<file path="config.mk">
export PLATFORM = sky130hd
export DESIGN_NAME = tcu_capture
export DESIGN_NICKNAME = d
export VERILOG_FILES = /design/src/hdl/tcu_pkg.sv /design/src/hdl/tcu_capture.sv
export VERILOG_INCLUDE_DIRS = /design/src /design/src/hdl
export SDC_FILE = /design/constraint.sdc
export NUM_CORES = 1
export LEC_CHECK = 0
export BUFFER_PORTS_ARGS = -buffer_cell sky130_fd_sc_hd__buf_2
export CAP_MARGIN = 20
export CORE_MARGIN = 3
export CORE_UTILIZATION = 62
export DETAILED_ROUTE_END_ITERATION = 12
export PLACE_DENSITY = 0.9
export SLEW_MARGIN = 25
export SYNTH_ARGS = -nofsm -noshare
export SYNTH_HDL_FRONTEND = slang
export SYNTH_SLANG_ARGS = --single-unit
</file>
<file path="constraint.sdc">
create_clock -name sys_clk -period 2.47 [get_ports sys_clk]
set_input_delay 0.1235 -clock sys_clk [delete_from_list [all_inputs] [get_ports sys_clk]]
set_output_delay 0.1235 -clock sys_clk [all_outputs]
set_load 0.02 [all_outputs]
</file>
<file path="src/hdl/tcu_params.svh">
// constants of the timer capture unit: register offsets, fields, reset values
// assumes an 8-bit register port with byte offsets of its own choosing
// Functional notes
// - a qualifying event copies the selected 16-bit timer count into the capture pair
// - pin triggers: every falling, every rising, every 4th or 16th rising edge
// - each capture sets the capture flag; only software clears it
// - a later capture overwrites an unread value with no warning
// - the pin level is watched whatever the pin direction
// - timer select bit 3 in the third timer control register picks the timer
// - prescaler counter clears when off, not in capture mode, or reset
// - switching between capture prescale modes keeps the prescaler count
// - with time-stamping, each stored received message is a capture event
// - time-stamp enable bit 4 of the can io control register selects message trigger
// - time-stamp codes: 0100/0101 every message, 0110 every 4th, 0111 every 16th
`ifndef TCU_PARAMS_SVH
`define TCU_PARAMS_SVH
`define TCU_A_CAP_LO   4'h0
`define TCU_A_CAP_HI   4'h1
`define TCU_A_CTRL     4'h2
`define TCU_A_T1_LO    4'h3
`define TCU_A_T1_HI    4'h4
`define TCU_A_T3_LO    4'h5
`define TCU_A_T3_HI    4'h6
`define TCU_A_T3_CTRL  4'h7
`define TCU_A_FLAGS    4'h8
`define TCU_A_ENABLES  4'h9
`define TCU_A_PRIO     4'ha
`define TCU_A_CANIO    4'hb
`define TCU_A_PINDIR   4'hc
`define TCU_B_FLAG     2
`define TCU_B_CAN_TIMESTAMP_ENABLE   4
`define TCU_B_T3SEL    3
`define TCU_B_T3ON     0
`define TCU_B_T1ON     0
`define TCU_M_FALL     4'h4
`define TCU_M_RISE     4'h5
`define TCU_M_RISE4    4'h6
`define TCU_M_RISE16   4'h7
`define TCU_PS4_LAST   4'h3
`define TCU_PS16_LAST  4'hf
`define TCU_RST_BYTE   8'h00
`define TCU_RST_DIR    1'b1
`endif

</file>
<file path="src/hdl/tcu_pkg.sv">
// types of the timer capture unit
// assumes the constants header for all numbers
package tcu_pkg;
  typedef enum logic [1:0] {tcu_trig_none, tcu_trig_every, tcu_trig_four,
                            tcu_trig_sixteen} tcu_trig_t;
  typedef struct packed {
    logic [7:0]  cap_lo;
    logic [7:0]  cap_hi;
    logic [7:0]  ctrl;
    logic [15:0] t1;
    logic [15:0] t3;
    logic [7:0]  t1_ctrl;
    logic [7:0]  t3_ctrl;
    logic [7:0]  flags;
    logic [7:0]  enables;
    logic [7:0]  prio;
    logic [7:0]  canio;
    logic        pin_dir;
    logic        pin_latch;
    logic        sync1;
    logic        sync2;
    logic        pin_prev;
    logic [3:0]  presc;
    logic [7:0]  rdata;
    logic        irq;
    logic        pin_out;
    logic        pin_oe_n;
  } tcu_state_t;
endpackage

</file>
<file path="src/hdl/tcu_capture.sv">
// timer capture unit: two 16-bit timers, capture pair, prescaler, flags
// assumes synchronous register port strobes and an asynchronous pin input
//
// Chosen here: the plain strobed port and the register offsets.
`timescale 1ns/1ps
`include "tcu_params.svh"
module tcu_capture
  import tcu_pkg::*;
(
  input  wire logic       sys_clk,
  input  wire logic       rstn,
  input  wire logic [3:0] addr,
  input  wire logic [7:0] wdata,
  input  wire logic       wr,
  input  wire logic       rd,
  output logic [7:0]      rdata,
  input  wire logic       pin_in,
  output logic            pin_out,
  output logic            pin_oe_n,
  input  wire logic       can_msg_rcvd,
  output logic            irq
);
  tcu_state_t s;
  tcu_state_t n;

  // decode of the capture mode field into a trigger kind
  function automatic tcu_trig_t trig_of(input logic [3:0] m);
    if (m == `TCU_M_FALL || m == `TCU_M_RISE) return tcu_trig_every;
    else if (m == `TCU_M_RISE4) return tcu_trig_four;
    else if (m == `TCU_M_RISE16) return tcu_trig_sixteen;
    else return tcu_trig_none;
  endfunction

  tcu_trig_t  trig;
  logic       use_can;
  logic       edge_seen;
  logic       fire;
  logic       capture;
  logic [15:0] src;

  // trigger selection, prescaling and capture decision
  always_comb begin
    trig    = trig_of(s.ctrl[3:0]);
    use_can = s.canio[`TCU_B_CAN_TIMESTAMP_ENABLE];
    if (use_can) begin
      edge_seen = can_msg_rcvd;
    end else if (s.ctrl[3:0] == `TCU_M_FALL) begin
      edge_seen = s.pin_prev & ~s.sync2;
    end else begin
      edge_seen = ~s.pin_prev & s.sync2;
    end
    fire = 1'b0;
    case (trig)
      tcu_trig_every:   fire = edge_seen;
      tcu_trig_four:    fire = edge_seen && s.presc[1:0] == `TCU_PS4_LAST;
      tcu_trig_sixteen: fire = edge_seen && s.presc == `TCU_PS16_LAST;
      default:          fire = 1'b0;
    endcase
    capture = fire;
    src = s.t3_ctrl[`TCU_B_T3SEL] ? s.t3 : s.t1;
  end

  // next state: register writes, timers, capture and flags
  always_comb begin
    n = s;
    n.pin_out  = s.pin_latch;
    n.pin_oe_n = s.pin_dir;
    // pin level seen whether driven or not
    n.sync1    = pin_in;
    n.sync2    = s.sync1;
    n.pin_prev = s.sync2;
    if (s.t1_ctrl[`TCU_B_T1ON]) n.t1 = s.t1 + 16'h0001;
    if (s.t3_ctrl[`TCU_B_T3ON]) n.t3 = s.t3 + 16'h0001;
    // prescaler: cleared when not capturing, kept across mode changes
    if (trig == tcu_trig_none) begin
      n.presc = 4'h0;
    end else if (edge_seen) begin
      n.presc = s.presc + 4'h1;
    end
    if (wr) begin
      if (addr == `TCU_A_CAP_LO) n.cap_lo = wdata;
      else if (addr == `TCU_A_CAP_HI) n.cap_hi = wdata;
      else if (addr == `TCU_A_CTRL) n.ctrl = wdata;
      else if (addr == `TCU_A_T1_LO) n.t1[7:0] = wdata;
      else if (addr == `TCU_A_T1_HI) n.t1[15:8] = wdata;
      else if (addr == `TCU_A_T3_LO) n.t3[7:0] = wdata;
      else if (addr == `TCU_A_T3_HI) n.t3[15:8] = wdata;
      else if (addr == `TCU_A_T3_CTRL) n.t3_ctrl = wdata;
      else if (addr == `TCU_A_FLAGS) n.flags = s.flags & ~wdata;
      else if (addr == `TCU_A_ENABLES) n.enables = wdata;
      else if (addr == `TCU_A_PRIO) n.prio = wdata;
      else if (addr == `TCU_A_CANIO) n.canio = wdata;
      else if (addr == `TCU_A_PINDIR) begin
        n.pin_dir   = wdata[1];
        n.pin_latch = wdata[0];
        n.t1_ctrl   = {7'h00, wdata[7]};
      end
    end
    // capture overwrites any unread value; set beats a software clear
    if (capture) begin
      n.cap_lo = src[7:0];
      n.cap_hi = src[15:8];
      n.flags[`TCU_B_FLAG] = 1'b1;
    end
    n.irq = |(n.flags & n.enables);
    n.rdata = `TCU_RST_BYTE;
    if (rd) begin
      if (addr == `TCU_A_CAP_LO) n.rdata = s.cap_lo;
      else if (addr == `TCU_A_CAP_HI) n.rdata = s.cap_hi;
      else if (addr == `TCU_A_CTRL) n.rdata = s.ctrl;
      else if (addr == `TCU_A_T1_LO) n.rdata = s.t1[7:0];
      else if (addr == `TCU_A_T1_HI) n.rdata = s.t1[15:8];
      else if (addr == `TCU_A_T3_LO) n.rdata = s.t3[7:0];
      else if (addr == `TCU_A_T3_HI) n.rdata = s.t3[15:8];
      else if (addr == `TCU_A_T3_CTRL) n.rdata = s.t3_ctrl;
      else if (addr == `TCU_A_FLAGS) n.rdata = s.flags;
      else if (addr == `TCU_A_ENABLES) n.rdata = s.enables;
      else if (addr == `TCU_A_PRIO) n.rdata = s.prio;
      else if (addr == `TCU_A_CANIO) n.rdata = s.canio;
      else if (addr == `TCU_A_PINDIR) n.rdata = {s.t1_ctrl[0], 5'h00, s.pin_dir, s.pin_latch};
    end
  end

  // state register
  always_ff @(posedge sys_clk or negedge rstn) begin
    if (!rstn) begin
      s <= '0;
      s.pin_dir  <= `TCU_RST_DIR;
      s.pin_oe_n <= `TCU_RST_DIR;
    end else begin
      s <= n;
    end
  end

  assign rdata    = s.rdata;
  assign irq      = s.irq;
  assign pin_out  = s.pin_out;
  assign pin_oe_n = s.pin_oe_n;

  // a capture loads the selected timer and raises the flag next cycle
  capture_load_a: assert property (@(posedge sys_clk) disable iff (!rstn)
    capture |=> {s.cap_hi, s.cap_lo} == $past(src) && s.flags[`TCU_B_FLAG])
    else $error("capture did not load timer");

  // flag is never cleared without a software write of one
  flag_sticky_a: assert property (@(posedge sys_clk) disable iff (!rstn)
    s.flags[`TCU_B_FLAG] && !(wr && addr == `TCU_A_FLAGS) |=> s.flags[`TCU_B_FLAG])
    else $error("capture flag lost");

  // prescaler cleared outside capture modes
  presc_clear_a: assert property (@(posedge sys_clk) disable iff (!rstn)
    trig == tcu_trig_none |=> s.presc == 4'h0)
    else $error("prescaler not cleared");

  // every fourth rising edge fires
  four_edge_a: assert property (@(posedge sys_clk) disable iff (!rstn)
    trig == tcu_trig_four && !use_can && edge_seen && s.presc[1:0] == 2'h3 |-> capture)
    else $error("fourth edge missed");

  // rising edge on registered samples fires in every-rising mode
  rise_edge_a: assert property (@(posedge sys_clk) disable iff (!rstn)
    s.ctrl[3:0] == `TCU_M_RISE && !use_can && $rose(s.sync2) |-> capture)
    else $error("rising edge missed");

  // can message replaces pin events
  can_trig_a: assert property (@(posedge sys_clk) disable iff (!rstn)
    use_can && trig == tcu_trig_every && can_msg_rcvd |-> capture)
    else $error("can message not captured");

  // timer select follows third timer control
  timer_sel_a: assert property (@(posedge sys_clk) disable iff (!rstn)
    capture && s.t3_ctrl[`TCU_B_T3SEL] |=> {s.cap_hi, s.cap_lo} == $past(s.t3))
    else $error("wrong timer captured");

  // interrupt follows masked flags
  irq_level_a: assert property (@(posedge sys_clk) disable iff (!rstn)
    irq == |($past(n.flags) & $past(n.enables)))
    else $error("interrupt level wrong");
endmodule

</file>
# Word-level counts from Yosys, hierarchy flattened
# Index checks and enable logic that the tools add are counted.
# word_totals
regBits	117
in_bits	18
out_inout_bits	11
elab_cells	143
# op_classes
addsub	3
eq_ne	22
mux	61
bitwise_logic	19
reduce_logical	17
# ops
op	n
$mux W8	28
$mux W66	2
$mux W106	1
$mux W98	1
$mux W90	1
$mux W43	2
$mux W82	1
$mux W16	4
$mux W34	1
$add A16 B1 Y16 const B	2
$eq A4 B3 Y1 const B	8
$mux W26	1
$eq A4 B4 Y1 const B	6
$mux W18	1
$and A8 B8 Y8	2
$not A1 Y1	14
$reduce_and A14 Y1	1
$reduce_and A13 Y1	1
$reduce_and A12 Y1	1
$mux W10	1
$mux W2	5
$mux W1	9
$reduce_and A9 Y1	1
$eq A4 B2 Y1 const B	2
other kinds (18)	26

# Depth between registers and ports, before layout
# logic_depth
ltp_word	18
depth_mapped	8
mapped_depth_nobuf	6

# Worst setup path after synthesis
# Ideal clock, no wire load.
# synth_timing
path_type	flip-flop to flip-flop
from	register s[100] (netlist bit)
to	register s[114] (netlist bit)
setup_time_ns	0.137
arrival_ns	1.568
required_time_ns	2.333
slack_ns	0.765
stages_incl_launch_ff	6
path_buffers	1
synth_period_minus_slack_ns	1.705
path_cell_list	dfrtp_1 > a21bo_2 > o211ai_1 > a2111oi_4 > clkbuf_1 > a21oi_1
# synth_between
elab_chain_cells	8
word_cells_on_any_way	21
classes_between	eq/ne (8); mux (7); reduce/logical (6)
# synth_rtl
element	line_no	text
start: declaration	tcu_capture.sv:23	tcu_state_t s;
start signal: assignment	tcu_capture.sv:131	s <= n;
$eq A4 B3 Y1 (no source line)	n/a	
$mux W2	tcu_capture.sv:30	else if (m == `TCU_M_RISE16) return tcu_trig_sixteen;
$mux W2	tcu_capture.sv:29	else if (m == `TCU_M_RISE4) return tcu_trig_four;
$mux W2	tcu_capture.sv:28	if (m == `TCU_M_FALL || m == `TCU_M_RISE) return tcu_trig_every;
$eq A2 B2 Y1 or $eq A2 B1 Y1 (tied branches)	tcu_capture.sv:53	case (trig)
$pmux W1 S3 (*)	tcu_capture.sv:53	
$ne A2 B2 Y1 (no source line) or $reduce_bool A2 Y1 (tied branches)	n/a	
$reduce_and A3 Y1 (no source line)	n/a	
# Mark *: on every way between the ends. The rest lies on a longest branch, timed or not.
# A chain may end at the register's enable or synchronous reset.

# Worst setup path in the final report
# layout_timing
from	register s[100] (netlist bit)
to	register s[109] (netlist bit)
# Same word-level chain as after synthesis.

==> metrics.md <==
| Metric | Value |
|---|---|
| Die height | `108 µm` |
| Detailed placement HPWL | `11,900 µm` |
| Hold Slack | `0.00959 ns` |
| Worst skew pair latency | `0.53 ns` |
| Hold path depth | `3` |
| Fin crit period | `1.99 ns` |
| Pre-CTS WS | `0.354 ns` |
| Largest net degree at the start of global routing | `53` |
| Power Total | `7.51 mW` |
| Crit-path max cell delay | `0.48 ns` |
| Boundary Pins | `29` |
| Post_cts resized | `0` |
| FF-to-FF path depth | `6` |
| Worst-Margin Slew | `0.674 ns` |
| Postcts setup bufs | `0` |
| CP endpoint kind | `register` |
| Gp weighted congestion | `1.01` |
| Period utilization | `80.5%` |
| Setup TNS | `0 ns` |
| Hold Crit Class | `input pin to register` |
| Max-Cap Viols | `0` |
| Post-Route M1 WL | `7100 µm` |
| CP Class | `register to register` |
| Initial antenna violation count | `1` |
| DRT Wirelength | `17,600 µm` |
| Synthesized Nets | `650` |
| Clock-pin slew on the worst setup and hold paths | `0.06 ns` |
| Cts bufs inserted | `17` |
| Iter 0 DRT Violations | `619` |
| H-tree depth | `4` |
| Avg Inst Size Synth | `10.2 µm²` |
| Distinct cells, synth | `55` |
| CTS tree | `built` |
| FF-to-FF Start | `s[100]` |
| Root Driver | `clkbuf_8` |
| Wire length on met3 | `1610 µm` |
| Layout net count | `670` |
| Fin. max-slew vios | `0` |
| Layout area overhead | `13.1%` |
| Status | `finished, final reports clean` |
| Share of cells above drive strength 1 | `21.6%` |
| Warning count from the yosys run | `0` |
| Mapped Cells | `629` |
| Clock Path Buffers | `2` |
| Die span in x | `108 µm` |
| Routed Antenna Nets | `0` |
| Core Area | `0.00991 mm²` |
| Routed len/inst | `22.1 µm` |
| Req. time, crit path | `2.92 ns` |
| Die area | `0.0116 mm²` |
| Fillers | `674` |
| CP max FO | `32` |
| FF-to-FF End | `s[109]` |
| Hold Vio Cnt, Final | `0` |
| Rows | `36` |
| Routed met2 length | `8060 µm` |
| 1st-pass router iterations | `7` |
| #FFs+latches synth | `117` |
| Port buffer count | `28` |
| Final setup viols | `0` |
| FF-to-FF setup slack | `0.48 ns` |
| Worst Skew | `0.00505 ns` |
| RSZ-0062 raised after global routing | `no` |
| DR vias/cell | `6.48` |
| Vias in the first global route | `5,216` |
| P_leak | `3.06 nW` |
| Seq/Total Area, Yosys | `45.6%` |
| Clock Sinks | `117` |
| WP data arrival | `2.44 ns` |
| Gr ovfl total | `0` |
| Worst hold start | `wdata[0]` |
| Fmax | `0.503 GHz` |
| Peak supply drop | `766 µV` |
| Number of flops mapped to enable cells by yosys | `0` |
| Top Metal Used | `met4` |
| Slew headroom | `55.1%` |
| Synth Cell Area | `0.00643 mm²` |
| Hold path endpoint | `s[92]` |
| Fraction of registers with async set/reset | `100%` |
| Power Density | `1030 mW/mm²` |
| Top FF cell, synth | `dfrtp_1` |
| First-pass GRT wire length | `28,700 µm` |
| Worst path cell trace | `a21bo_2, o211ai_1, a2111oi_4, buf_4, a211oi_1, a21oi_1` |
| Setup WS post-layout | `0.483 ns` |
| Gr usage total | `32.8%` |
| Fin util | `73.4%` |
| DRC | `0` |
| Starting density of the core | `64.9%` |
| Startpoint types | `register` |
| Via count | `5,162` |
| CP max stage cell | `dfrtp_1` |
## state kept, by name (all words and copies together) (netlist names)
name,flops
s,102
n,4
rdata,8
irq,1
pin_out,1
pin_oe_n,1
## logic make-up (layout without fill, tap and decap cells)
logic type	after synthesis	after routing	share of synthesized area (%)
buffers and inverters	60	93	4.63
DFF	117	117	45.6
and+or+nand+nor	191	191	15.0
xor gates and xnor gates	33	33	4.49
muxes	91	91	16.2
other	0	1	0
AOI/OAI and AO/OA	134	134	13.6
adders and majority gates	3	3	0.584
## critical path: cells and delay by family, from the launching register on
kind | cells | cell delay (ns)
flops | 1 | 0.48
buf+inv | 1 | 0.39
compound gates | 5 | 1.03
## power by group
group / switching, mW / internal [mW]
Clock: 0.892 / 1.56
Sequential: 0.719 / 2.48
Combinational: 0.955 / 0.899
## layout make-up
| class | count | area, µm² | share of cell area (%) |
|---|---|---|---|
| sequential | 117 | 2930 | 40.3 |
| inverter | 11 | 41.3 | 0.568 |
| clock buffer | 20 | 435 | 5.99 |
| antenna | 1 | 2.50 | 0.0344 |
| tap | 133 | 166 | 2.29 |
| clock inverter | 12 | 154 | 2.12 |
| multi-input combinational | 452 | 3200 | 44.0 |
| timing repair buffer | 50 | 340 | 4.68 |
## timing repair
action,CTS,global route
hold endpoints to repair,62,0
hold buffers,8,0
setup endpoints to repair,0,0
## placed cells by master (no fill, tap or decap), types with 11 or more instances in the layout
cell type  netlist  routed
a21oi_1         60      60
buf_2           12      27
nand2b_1        12      12
o21ai_0         15      15
dfrtp_1        115     115
mux2i_1         32      32
nor2b_1         16      16
nor3_1          11      11
nor2_1          59      59
xnor2_1         16      16
inv_1           11      11
xor2_1          17      17
buf_4           11      14
nand2_1         42      42
mux2_2          49      49
clkbuf_16        0      16
a211oi_1        11      11
## cells in the mapped netlist (6+ instances only)
| master | n | share of area (%) |
|---|---|---|
| dfrtp_1 | 115 | 45 |
| a21oi_1 | 60 | 4.7 |
| nor2_1 | 59 | 3.4 |
| mux2_2 | 49 | 8.6 |
| nand2_1 | 42 | 2.5 |
| mux2i_1 | 32 | 5.0 |
| clkbuf_1 | 22 | 1.3 |
| xor2_1 | 17 | 2.3 |
| nor2b_1 | 16 | 1.6 |
| xnor2_1 | 16 | 2.2 |
| o21ai_0 | 15 | 1.2 |
| buf_2 | 12 | 0.93 |
| nand2b_1 | 12 | 1.2 |
| a211oi_1 | 11 | 1.3 |
| buf_4 | 11 | 1.3 |
| inv_1 | 11 | 0.64 |
| nor3_1 | 11 | 0.86 |
| nand3_1 | 10 | 0.78 |
| o22ai_1 | 8 | 0.78 |
| a21boi_0 | 7 | 0.82 |
| and3_1 | 7 | 0.68 |
| nor3b_1 | 7 | 0.82 |
| nand4_1 | 6 | 0.58 |
## metal layers
metal	up-vias	GRT usage (%)
li1	2281	-
met1	2534	44.3
met2	278	49.6
met3	69	7.92
met4	0	15.9
met5	-	0
## metrics by stage
stage,instances,cell area (µm²)
final,796,7270
after global routing,796,7270
after CTS,795,7270
after detailed placement,755,6600
after global placement,755,6600
after floorplan,629,6430
## worst max-delay path by stage
stage | start | endpoint | slack (ns) | cells past startpoint
after floorplan | s[100] | s[114] | 0.76 | 5
after global placement | addr[0] | rdata[6] | 0.41 | 7
after detailed placement | addr[1] | irq | 0.35 | 6
after CTS | s[100] | s[120] | 0.50 | 6
after global routing | n[15] | s[120] | 0.32 | 6
final | s[100] | s[109] | 0.48 | 6
(Power assumes the default switching activity.)
